## src/rda_pkg.sv

```systemverilog
package rda_pkg;
  // register addresses on the 4-bit register port
  localparam logic [3:0] RDA_ADDR_WEEKLY_MIN  = 4'h8;
  localparam logic [3:0] RDA_ADDR_WEEKLY_HOUR = 4'h9;
  localparam logic [3:0] RDA_ADDR_WEEKLY_DAYS = 4'ha;
  localparam logic [3:0] RDA_ADDR_DAILY_MIN   = 4'hb;
  localparam logic [3:0] RDA_ADDR_DAILY_HOUR  = 4'hc;
  // implemented field widths
  localparam int RDA_MIN_W  = 7;
  localparam int RDA_HOUR_W = 6;
  localparam int RDA_DAYS_W = 7;
  localparam int RDA_DAY_W  = 3;
  // meridiem / hour tens bit position in the hour field
  localparam int RDA_HOUR_MERIDIEM_BIT = 5;
  // last valid weekday count before wrapping
  localparam logic [2:0] RDA_DAY_LAST = 3'h6;
  localparam logic [2:0] RDA_DAY_FIRST = 3'h0;
  // powerup preset contents are undefined; flops take this value
  localparam logic [7:0] RDA_PRESET_RST = 8'h00;
endpackage : rda_pkg

```

## src/rda_alarm_regs.sv

```systemverilog
`timescale 1ns/1ps
`default_nettype none
// Contract
// - weekly minute preset at 8h, bits 6:0, bit 7 reads zero
// - weekly hour preset at 9h, bits 5:0, bits 7:6 read zero
// - weekly hour bit 5 is meridiem in 12-hour mode, tens otherwise
// - weekday enable mask at Ah, bits 6:0, bit 7 reads zero
// - mask bit n matches weekday counter value n, 0 to 6
// - an all-zero mask silences the weekly alarm
// - 12-hour midnight is 12, noon is 32, written and compared
// - daily minute preset at Bh, bits 6:0, bit 7 reads zero
// - daily hour preset at Ch, bits 5:0, bits 7:6 read zero
// - daily hour bit 5 is meridiem in 12-hour mode, tens otherwise
// - after power-on presets undefined, unused high bits read zero
// - weekday counter steps by one from 0 to 6 then wraps
module rda_alarm_regs (
  input  wire logic                      clk,          // 200 MHz clock
  input  wire logic                      rst_b,        // async active-low reset
  input  wire logic [3:0]                reg_addr,     // register address
  input  wire logic                      reg_wr,       // write strobe
  input  wire logic [7:0]                reg_wdata,    // write data
  output logic      [7:0]                reg_rdata,    // read data for reg_addr
  output logic                           reg_hit,      // reg_addr is an alarm register
  input  wire logic [rda_pkg::RDA_MIN_W-1:0]  cur_min,  // current BCD minute
  input  wire logic [rda_pkg::RDA_HOUR_W-1:0] cur_hour, // current BCD hour, same coding as presets
  input  wire logic                      day_tick,     // one-cycle carry into next day
  input  wire logic                      day_wr,       // load weekday counter
  input  wire logic [rda_pkg::RDA_DAY_W-1:0]  day_wdata, // weekday load value
  output logic [rda_pkg::RDA_DAY_W-1:0]  day_count,    // weekday counter
  output logic                           weekly_match, // weekly alarm match level
  output logic                           daily_match   // daily alarm match level
);
  import rda_pkg::*;

  logic rst_meta_reg;
  logic rst_sync_reg;
  always_ff @(posedge clk or negedge rst_b) begin
    if (!rst_b) begin
      rst_meta_reg <= 1'b0;
      rst_sync_reg <= 1'b0;
    end else begin
      rst_meta_reg <= 1'b1;
      rst_sync_reg <= rst_meta_reg;
    end
  end
  wire rst_n_i = rst_sync_reg;

  logic [RDA_MIN_W-1:0]  wk_min_reg;
  logic [RDA_HOUR_W-1:0] wk_hour_reg;
  logic [RDA_DAYS_W-1:0] wk_days_reg;
  logic [RDA_MIN_W-1:0]  dy_min_reg;
  logic [RDA_HOUR_W-1:0] dy_hour_reg;
  logic [RDA_DAY_W-1:0]  day_reg;
  logic [RDA_DAY_W-1:0]  day_next;

  wire wr_wk_min  = reg_wr && (reg_addr == RDA_ADDR_WEEKLY_MIN);
  wire wr_wk_hour = reg_wr && (reg_addr == RDA_ADDR_WEEKLY_HOUR);
  wire wr_wk_days = reg_wr && (reg_addr == RDA_ADDR_WEEKLY_DAYS);
  wire wr_dy_min  = reg_wr && (reg_addr == RDA_ADDR_DAILY_MIN);
  wire wr_dy_hour = reg_wr && (reg_addr == RDA_ADDR_DAILY_HOUR);

  // hour bit 5 is stored as written; its meaning (meridiem or tens) is the host's mode
  rda_preset_reg #(
    .W (RDA_MIN_W)
  ) u_wk_min (
    .clk       (clk),
    .rst_b     (rst_n_i),
    .wr_en     (wr_wk_min),
    .wdata     (reg_wdata[RDA_MIN_W-1:0]),
    .value_reg (wk_min_reg)
  );

  rda_preset_reg #(
    .W (RDA_HOUR_W)
  ) u_wk_hour (
    .clk       (clk),
    .rst_b     (rst_n_i),
    .wr_en     (wr_wk_hour),
    .wdata     (reg_wdata[RDA_HOUR_W-1:0]),
    .value_reg (wk_hour_reg)
  );

  rda_preset_reg #(
    .W (RDA_DAYS_W)
  ) u_wk_days (
    .clk       (clk),
    .rst_b     (rst_n_i),
    .wr_en     (wr_wk_days),
    .wdata     (reg_wdata[RDA_DAYS_W-1:0]),
    .value_reg (wk_days_reg)
  );

  rda_preset_reg #(
    .W (RDA_MIN_W)
  ) u_dy_min (
    .clk       (clk),
    .rst_b     (rst_n_i),
    .wr_en     (wr_dy_min),
    .wdata     (reg_wdata[RDA_MIN_W-1:0]),
    .value_reg (dy_min_reg)
  );

  rda_preset_reg #(
    .W (RDA_HOUR_W)
  ) u_dy_hour (
    .clk       (clk),
    .rst_b     (rst_n_i),
    .wr_en     (wr_dy_hour),
    .wdata     (reg_wdata[RDA_HOUR_W-1:0]),
    .value_reg (dy_hour_reg)
  );

  // weekday counter: 0..6 then wrap
  assign day_next = day_wr ? day_wdata :
                    (day_tick ? ((day_reg >= RDA_DAY_LAST) ? RDA_DAY_FIRST
                                 : 3'(day_reg + 3'h1)) : day_reg);
  always_ff @(posedge clk or negedge rst_n_i) begin
    if (!rst_n_i) day_reg <= RDA_DAY_FIRST;
    else          day_reg <= day_next;
  end
  assign day_count = day_reg;

  // readback with unused high bits forced to zero
  always_comb begin
    reg_hit   = 1'b1;
    reg_rdata = 8'h00;
    case (reg_addr)
      RDA_ADDR_WEEKLY_MIN:  reg_rdata = {1'b0, wk_min_reg};
      RDA_ADDR_WEEKLY_HOUR: reg_rdata = {2'b00, wk_hour_reg};
      RDA_ADDR_WEEKLY_DAYS: reg_rdata = {1'b0, wk_days_reg};
      RDA_ADDR_DAILY_MIN:   reg_rdata = {1'b0, dy_min_reg};
      RDA_ADDR_DAILY_HOUR:  reg_rdata = {2'b00, dy_hour_reg};
      default:              reg_hit   = 1'b0;
    endcase
  end

  // weekday enable selected by counter value; value 7 never enables
  wire day_enabled = (day_reg <= RDA_DAY_LAST) && wk_days_reg[day_reg];
  // 12/24 codes compare raw, so 12 and 32 match the counter's own coding
  wire wk_time_eq = (cur_min == wk_min_reg) && (cur_hour == wk_hour_reg);
  wire dy_time_eq = (cur_min == dy_min_reg) && (cur_hour == dy_hour_reg);
  assign weekly_match = rst_n_i && wk_time_eq && day_enabled;
  assign daily_match  = rst_n_i && dy_time_eq;

  a_mask_silences: assert property (@(posedge clk) disable iff (!rst_n_i)
    (wk_days_reg == 7'h00) |-> !weekly_match) else $error("weekly alarm with empty mask");
  a_weekly_hit: assert property (@(posedge clk) disable iff (!rst_n_i)
    weekly_match |-> (cur_min == wk_min_reg && cur_hour == wk_hour_reg && wk_days_reg[day_count]))
    else $error("weekly match without cause");
  a_daily_exact: assert property (@(posedge clk) disable iff (!rst_n_i)
    daily_match == (cur_min == dy_min_reg && cur_hour == dy_hour_reg)) else $error("daily match wrong");
  a_day_wrap: assert property (@(posedge clk) disable iff (!rst_n_i)
    (day_tick && !day_wr && day_count == 3'h6) |=> (day_count == 3'h0)) else $error("weekday wrap wrong");
  a_day_step: assert property (@(posedge clk) disable iff (!rst_n_i)
    (day_tick && !day_wr && day_count < 3'h6) |=> (day_count == $past(day_count) + 3'h1))
    else $error("weekday step wrong");
  a_min_store: assert property (@(posedge clk) disable iff (!rst_n_i)
    (reg_wr && reg_addr == 4'h8) ##1 (reg_addr == 4'h8) |-> (reg_rdata == {1'b0, $past(reg_wdata[6:0])}))
    else $error("weekly minute readback wrong");
  a_hour_store: assert property (@(posedge clk) disable iff (!rst_n_i)
    (reg_wr && reg_addr == 4'hc) ##1 (reg_addr == 4'hc) |-> (reg_rdata == {2'b00, $past(reg_wdata[5:0])}))
    else $error("daily hour readback wrong");
  a_high_zero: assert property (@(posedge clk) disable iff (!rst_n_i)
    (reg_addr == 4'h9 || reg_addr == 4'hc) |-> (reg_rdata[7:6] == 2'b00)) else $error("hour high bits set");
  a_mask_zero: assert property (@(posedge clk) disable iff (!rst_n_i)
    (reg_addr inside {4'h8, 4'ha, 4'hb}) |-> !reg_rdata[7]) else $error("bit 7 set");
  a_wk_hour_store: assert property (@(posedge clk) disable iff (!rst_n_i)
    (reg_wr && reg_addr == 4'h9) ##1 (reg_addr == 4'h9) |-> (reg_rdata == {2'b00, $past(reg_wdata[5:0])}))
    else $error("weekly hour readback wrong");
  a_days_store: assert property (@(posedge clk) disable iff (!rst_n_i)
    (reg_wr && reg_addr == 4'ha) ##1 (reg_addr == 4'ha) |-> (reg_rdata == {1'b0, $past(reg_wdata[6:0])}))
    else $error("weekday mask readback wrong");
  a_dy_min_store: assert property (@(posedge clk) disable iff (!rst_n_i)
    (reg_wr && reg_addr == 4'hb) ##1 (reg_addr == 4'hb) |-> (reg_rdata == {1'b0, $past(reg_wdata[6:0])}))
    else $error("daily minute readback wrong");
  a_meridiem_kept: assert property (@(posedge clk) disable iff (!rst_n_i)
    (reg_wr && reg_addr == 4'hc) ##1 (reg_addr == 4'hc) |-> (reg_rdata[5] == $past(reg_wdata[5])))
    else $error("daily hour bit 5 lost");
  a_unmapped_zero: assert property (@(posedge clk) disable iff (!rst_n_i)
    !(reg_addr inside {[4'h8:4'hc]}) |-> (reg_rdata == 8'h00 && !reg_hit))
    else $error("unmapped address answered");
  a_hit_decode: assert property (@(posedge clk) disable iff (!rst_n_i)
    (reg_addr inside {[4'h8:4'hc]}) |-> reg_hit)
    else $error("alarm register not decoded");
  a_day_load: assert property (@(posedge clk) disable iff (!rst_n_i)
    day_wr |=> (day_count == $past(day_wdata)))
    else $error("weekday load wrong");
  a_day_hold: assert property (@(posedge clk) disable iff (!rst_n_i)
    (!day_wr && !day_tick) |=> $stable(day_count))
    else $error("weekday moved without tick");
  a_day_range: assert property (@(posedge clk) disable iff (!rst_n_i)
    (day_tick && !day_wr) |=> (day_count <= 3'h6))
    else $error("weekday stepped out of range");
  a_weekly_exact: assert property (@(posedge clk) disable iff (!rst_n_i)
    weekly_match == (cur_min == wk_min_reg && cur_hour == wk_hour_reg && day_count <= 3'h6
                     && wk_days_reg[day_count]))
    else $error("weekly match wrong");
  a_day7_quiet: assert property (@(posedge clk) disable iff (!rst_n_i)
    (day_count == 3'h7) |-> !weekly_match)
    else $error("weekly match on weekday 7");
  a_noon_code: assert property (@(posedge clk) disable iff (!rst_n_i)
    (cur_hour == 6'h32 && wk_hour_reg == 6'h32 && cur_min == wk_min_reg && day_count <= 3'h6
     && wk_days_reg[day_count]) |-> weekly_match)
    else $error("noon code not matched");
  a_reset_quiet: assert property (@(posedge clk)
    !rst_n_i |-> (!weekly_match && !daily_match && reg_rdata == 8'h00))
    else $error("activity during reset");
endmodule : rda_alarm_regs

// one preset register; contents after power-up carry no meaning
module rda_preset_reg #(
  parameter int W = 7
) (
  input  wire logic         clk,       // clock
  input  wire logic         rst_b,     // async active-low reset
  input  wire logic         wr_en,     // load strobe
  input  wire logic [W-1:0] wdata,     // load value
  output logic      [W-1:0] value_reg  // stored preset
);
  import rda_pkg::*;
  always_ff @(posedge clk or negedge rst_b) begin
    if (!rst_b) begin
      value_reg <= RDA_PRESET_RST[W-1:0];
    end else if (wr_en) begin
      value_reg <= wdata;
    end
  end
endmodule : rda_preset_reg
`default_nettype wire

```

## config.mk

```make
export PLATFORM = sky130hd
export DESIGN_NAME = rda_alarm_regs
export DESIGN_NICKNAME = d
export VERILOG_FILES = /design/src/rda_pkg.sv /design/src/rda_alarm_regs.sv
export SDC_FILE = /design/constraint.sdc
export NUM_CORES = 1
export LEC_CHECK = 0
export BUFFER_PORTS_ARGS = -buffer_cell sky130_fd_sc_hd__buf_2
export CORE_ASPECT_RATIO = 0.9
export CORE_MARGIN = 4
export CORE_UTILIZATION = 30
export CTS_BUF_LIST = sky130_fd_sc_hd__clkbuf_16
export DETAILED_ROUTE_END_ITERATION = 16
export PLACE_DENSITY_LB_ADDON = 0.05
export SKIP_CTS_REPAIR_TIMING = 1
export SYNTH_ARGS = -nofsm -noshare
export SYNTH_HDL_FRONTEND = slang
export SYNTH_SLANG_ARGS = --single-unit
```

## constraint.sdc

```tcl
create_clock -name clk -period 2.2 [get_ports clk]
set_input_delay 0.44 -clock clk [delete_from_list [all_inputs] [get_ports clk]]
set_output_delay 0.44 -clock clk [all_outputs]
set_load 0.01 [all_outputs]
```

==> flow_summary.toml, run 1 <==
[power]
vdd_drop_max_mv = 0.464
pwr-share-clk_pct = 30.6
share_seq_of_total_power_pct = 46.8
power_density_mw_per_mm2 = 826
internal_power_w = 0.00153
p_comb_share_pct = 22.5
switching_share_pct = 28.7
switching_power_w = 0.000615
p_leak_nw = 1.18

[yosys]
synth_seq_cells = 38
synth_area_mm2 = 0.00209
synth_edf_count = 0
syn_inst = 173
ys.warnings.count = 0
async_flop_share_pct = 100
synth_fp_nets = 208
ys_seq_area_share_pct = 45.4
avgSynthCellArea_um2 = 12.1
yosys.cell_types.count = 34
synthFlopType = "dfrtp_1"

[critical_path]
r2r_slack_ps = 920
worstSetupEndpoint = "weekly_match"
crit_type = "reg2out"
startpoint_type = "flop"
timing.rr.end = "day_count[1]$_DFFE_PN0P_"
cp.required_ps = 1760
crit_fanout = 3
cp-end-kind = "output pin"
arrival_ps = 1730
startpoint = "u_wk_min.value_reg[5]$_DFFE_PN0P_"
rr_startpoint = "day_count[0]$_DFFE_PN0P_"
rr_worst_depth = 5

[clocking]
cts_buffer_depth = 2
root_buffer = "clkbuf_16"
cts_sinks = 38
cts_tree = "built"
worstSkewPairLatency_ps = 270
path_clk_slew_ps = 50
cts.htree.levels = 2
cts_buffers = 5

[floorplan]
ios = 47
die_x_um = 96.1
start_util_pct = 31.3
core-area_mm2 = 0.00669
die_area_mm2 = 0.00838
rows = 28
die_h_um = 87.3

[outcome]
run_status = "finished, final reports clean"

[routing]
final_antenna_net_count = 0
via_per_inst = 4.97
remaining_drc_errors = 0
vias = 1569
dr.pass1.iters = 4
wl_per_cell_um = 18.3
drt-total-wl_um = 5790
drt_iter0_drc = 64

[sta]
max_freq_mhz = 461
hold_viol = 0
final.min_clock_period_ps = 2170
rsz0062_at_grt = "yes"
clock_skew_ps = 3.10
report.final.setup_viol = 0
hold_ws_ps = 349
fin_setup_tns_ps = 0
maxSlewViolCount = 0
fin_crit_sh_pct = 98.6

[grt]
grt_max_degree = 37
antenna_found_initial = 0
grt_use_total_pct = 15.0
grt_pass1_wl_um = 9290
grt_pass1_vias = 1691
grt-ovfl-total = 0

[worst_hold_path]
hold_class = "reg2reg"

[cells_and_area]
fin_nets = 261
final_common_cell = "buf_2"
n_antenna_cell = 0
drive_gt1_share_pct = 44.7
syn_to_final_growth_pct = 23.8
finalNonFillerCells = 316
mostFrequentLayoutCells = "buf_2, dfrtp_1, mux2_2"

[placement]
dp_cells = 308
dp_hpwl_um = 4340
io_buffer_count = 44
place_congestion = 0.744

[run]
maxCapViolations = 0
kinds of logic after synthesis:
logic type               Yosys count  synth area share [%]
buffers and inverters              7                  2.03
multiplexers                      36                  19.8
AO/OA/AOI/OAI                     24                  8.90
XOR/XNOR                          26                  10.9
adder cells (fa/ha/maj)            2                  1.19
flip-flops                        38                  45.4
other                              2                 0.359
AND/OR/NAND/NOR                   38                  11.4
through the flow:
stage	instance area [um2]	util, %	setup slack [ps]	power, W
floorplan	2100	-	160	0.00130
global placement	2440	36.4	-38.9	0.00148
detailed placement	2440	36.4	-52.0	0.00149
CTS	2570	38.4	-198	0.00215
global route	2590	38.8	-126	0.00227
finish	2590	38.8	31.8	0.00214
per-layer routing:
layer | GRT usage, % | vias up | part of all wire (%)
li1 | - | 748 | -
met2 | 23.9 | 31 | 47
met3 | 3.54 | 2 | 4.7
met4 | 3.62 | 0 | 0.50
met1 | 20.7 | 788 | 47
met5 | 0 | - | 0
worst min path at each step:
stage,start,to,slack (ps),cells after the start
after floorplan,rst_b,rst_meta_reg$_DFF_PN0_,140,0
after global placement,rst_b,rst_meta_reg$_DFF_PN0_,230,1
after detailed placement,rst_b,rst_meta_reg$_DFF_PN0_,230,1
after CTS,rst_b,rst_meta_reg$_DFF_PN0_,-70,1
after global routing,rst_meta_reg$_DFF_PN0_,rst_n_i$_DFF_PN0_,370,0
final,rst_meta_reg$_DFF_PN0_,rst_n_i$_DFF_PN0_,350,0
cells in the mapped netlist (2+ instances only):
library cell  instances  area (um2)
xor2_1               12         105
a22oi_1               6        45.0
buf_4                 4        30.0
a222oi_1              7        70.1
a21oi_1               2        10.0
o21ai_0               5        25.0
nand2_1              16        60.1
conb_1                2        7.51
xnor2_1              14         123
inv_1                 2        7.51
nor2_1                4        15.0
nand4_1               3        18.8
ha_1                  2        25.0
nor2b_1               2        12.5
nor4_1                2        12.5
nand2_2               2        12.5
mux2_2               34         383
dfrtp_1              38         951
power groups by stage:
stage	registers (W)	logic, W	clock network (W)
floorplan	0.000976	0.000325	0
global placement	0.00100	0.000473	0
detailed placement	0.00101	0.000479	0
CTS	0.000999	0.000482	0.000670
global route	0.00102	0.000539	0.000706
finish	0.00100	0.000483	0.000657
layout make-up:
| cell class | count | area [um2] |
|---|---|---|
| well taps | 90 | 113 |
| multi-input cells | 128 | 1110 |
| repair buffers | 51 | 275 |
| clock inverters | 2 | 7.51 |
| fillers | 679 | 4100 |
| clock buffers | 5 | 125 |
| inverters | 2 | 7.51 |
| flip-flops and latches | 38 | 952 |
worst max-delay path, stage by stage (launching register included):
cell and delay (ps):
dfrtp_1 420, xnor2_1 200, o2111a_1 210, o2111ai_1 120, a2111oi_2 300, buf_2 190
Note: power is estimated with default switching activity, not from simulation.
==> inputs of run 2 (changes only) <==
--- a/config.mk
+++ b/config.mk
@@ -12,6 +12,7 @@
 export CTS_BUF_LIST = sky130_fd_sc_hd__clkbuf_16
 export DETAILED_ROUTE_END_ITERATION = 16
 export PLACE_DENSITY_LB_ADDON = 0.05
+export RECOVER_POWER = 100
 export SKIP_CTS_REPAIR_TIMING = 1
 export SYNTH_ARGS = -nofsm -noshare
 export SYNTH_HDL_FRONTEND = slang
==> run 2 against run 1 <==
  * Routed wire length is 0.35% lower
  * Count of clock-buffer cells in the layout stayed put
  * Non-clock buffer count stayed put
  * Via count is 0.25% higher
  * Register-to-register slack hardly changed
  * Critical endpoint unchanged
  * Die area stayed put
  * Clock power hardly changed
  * Sequential power hardly changed
  * Utilization is 0.88 points lower
==> flow_summary.toml, run 2 (synthesis gave the netlist of run 1 again) <==
[routing]
drt-total-wl_um = 5770
vias = 1573
wl_met2_um = 2730
drt_iter0_drc = 51
wl_per_cell_um = 18.3
top_layer_used = "met4"
met1_length_um = 2720
final_antenna_net_count = 0
wl_met3_um = 274
dr.pass1.iters = 7
remaining_drc_errors = 0
via_per_inst = 4.98

[cells_and_area]
fin_nets = 261
mostFrequentLayoutCells = "dfrtp_1, mux2_2, buf_2"
final_common_cell = "dfrtp_1"
n_antenna_cell = 0
drive_gt1_share_pct = 36.3
fill_cells = 699
finalNonFillerCells = 316
syn_to_final_growth_pct = 21.0
final_util_pct = 37.9
fin_area_mm2 = 0.00253

[worst_hold_path]
hold_class = "reg2reg"
whs_path_depth = 0
hold_path_end = "rst_n_i$_DFF_PN0_"
worstHoldStart = "rst_meta_reg$_DFF_PN0_"

[clocking]
path_clk_slew_ps = 50
cts.htree.levels = 2
cts_sinks = 38
worstSkewPairLatency_ps = 270
cts_tree = "built"
cts_buffer_depth = 2
root_buffer = "clkbuf_16"
cts_buffers = 5

[floorplan]
die_h_um = 87.3
die_x_um = 96.1
die_area_mm2 = 0.00838
ios = 47
start_util_pct = 31.3
rows = 28
core-area_mm2 = 0.00669

[critical_path]
rr_worst_depth = 5
r2r_slack_ps = 920
startpoint_type = "flop"
cp-end-kind = "output pin"
timing.rr.end = "day_count[2]$_DFFE_PN0P_"
rr_startpoint = "day_count[1]$_DFFE_PN0P_"
cp.required_ps = 1760
crit_fanout = 3
crit_type = "reg2out"
arrival_ps = 1730

[sta]
clock_skew_ps = 3.31
hold_viol = 0
rsz0062_at_grt = "yes"
maxSlewViolCount = 0
max_freq_mhz = 462
relSlewSlack_pct = 37.5
worst-slew-pin-transition_ps = 937
final.min_clock_period_ps = 2170
report.final.setup_viol = 0
fin_crit_sh_pct = 98.5

[grt]
grt_pass1_wl_um = 9290
antenna_found_initial = 0
grt_use_total_pct = 15.0
grt-ovfl-total = 0
grt_pass1_vias = 1691
grt_max_degree = 37

[placement]
place_congestion = 0.744
dpl_cell_area_mm2 = 0.00244
dp_cells = 308
dp_hpwl_um = 4340
io_buffer_count = 44

[power]
switching_power_w = 0.000611
share_seq_of_total_power_pct = 47.1
total_power_w = 0.00213
internal_power_w = 0.00152
vdd_drop_max_mv = 0.458
p_leak_nw = 1.13
p_comb_share_pct = 22.0
power_density_mw_per_mm2 = 839
pwr-share-clk_pct = 30.9
switching_share_pct = 28.7

[outcome]
run_status = "finished, final reports clean"

[run]
maxCapViolations = 0
## run 2: changes by cell type in the layout (fill, tap and decap cells not counted), sizes merged
cell    previous run  this run
clkbuf             5        20
buf               50        35
## run 2: critical path, cell delays in order (launching register included)
cell	delay [ps]
dfrtp_1	420
xnor2_1	200
o2111a_1	210
o2111ai_1	120
a2111oi_2	300
buf_2	190
## run 2: area by class of cell
class	count	area, um2	area share, %
Clock buffer	5	125	4.94
Clock inverter	2	7.51	0.296
Inverter	2	7.51	0.296
Multi-Input combinational cell	128	1070	42.4
Sequential cell	38	952	37.6
Tap cell	90	113	4.44
Timing Repair Buffer	51	255	10.1
## run 2: worst max path at each step
stage,cells past startpoint,from,slack (ps),to
after floorplan,4,day_count[2]$_DFFE_PN0P_,160,weekly_match
after global routing,5,u_wk_min.value_reg[2]$_DFFE_PN0P_,-130,weekly_match
after global placement,6,cur_min[2],-40,weekly_match
final,5,u_wk_min.value_reg[5]$_DFFE_PN0P_,30,weekly_match
after CTS,5,u_wk_min.value_reg[2]$_DFFE_PN0P_,-200,weekly_match
after detailed placement,6,cur_min[2],-50,weekly_match
## run 2: stage by stage
stage	hold WS [ps]	TNS, ps	setup WS [ps]
floorplan	144	0	160
global placement	227	-38.9	-38.9
detailed placement	228	-52.0	-52.0
CTS	-67.2	-198	-198
global route	366	-143	-126
finish	349	0	33.3
## run 2: routing by layer
| metal | global-route usage (%) | vias to the layer above |
|---|---|---|
| met2 | 23.9 | 31 |
| met3 | 3.54 | 4 |
| met4 | 3.62 | 0 |
| li1 | - | 747 |
| met1 | 20.7 | 791 |
| met5 | 0 | - |
## run 2: power groups by stage
stage                     Sequential [W]  Combinational [W]  Clock, W
after floorplan                 0.000976           0.000325         0
after global placement           0.00100           0.000473         0
after detailed placement         0.00101           0.000479         0
after CTS                       0.000999           0.000482  0.000670
after global routing             0.00102           0.000525  0.000706
final                            0.00100           0.000469  0.000657
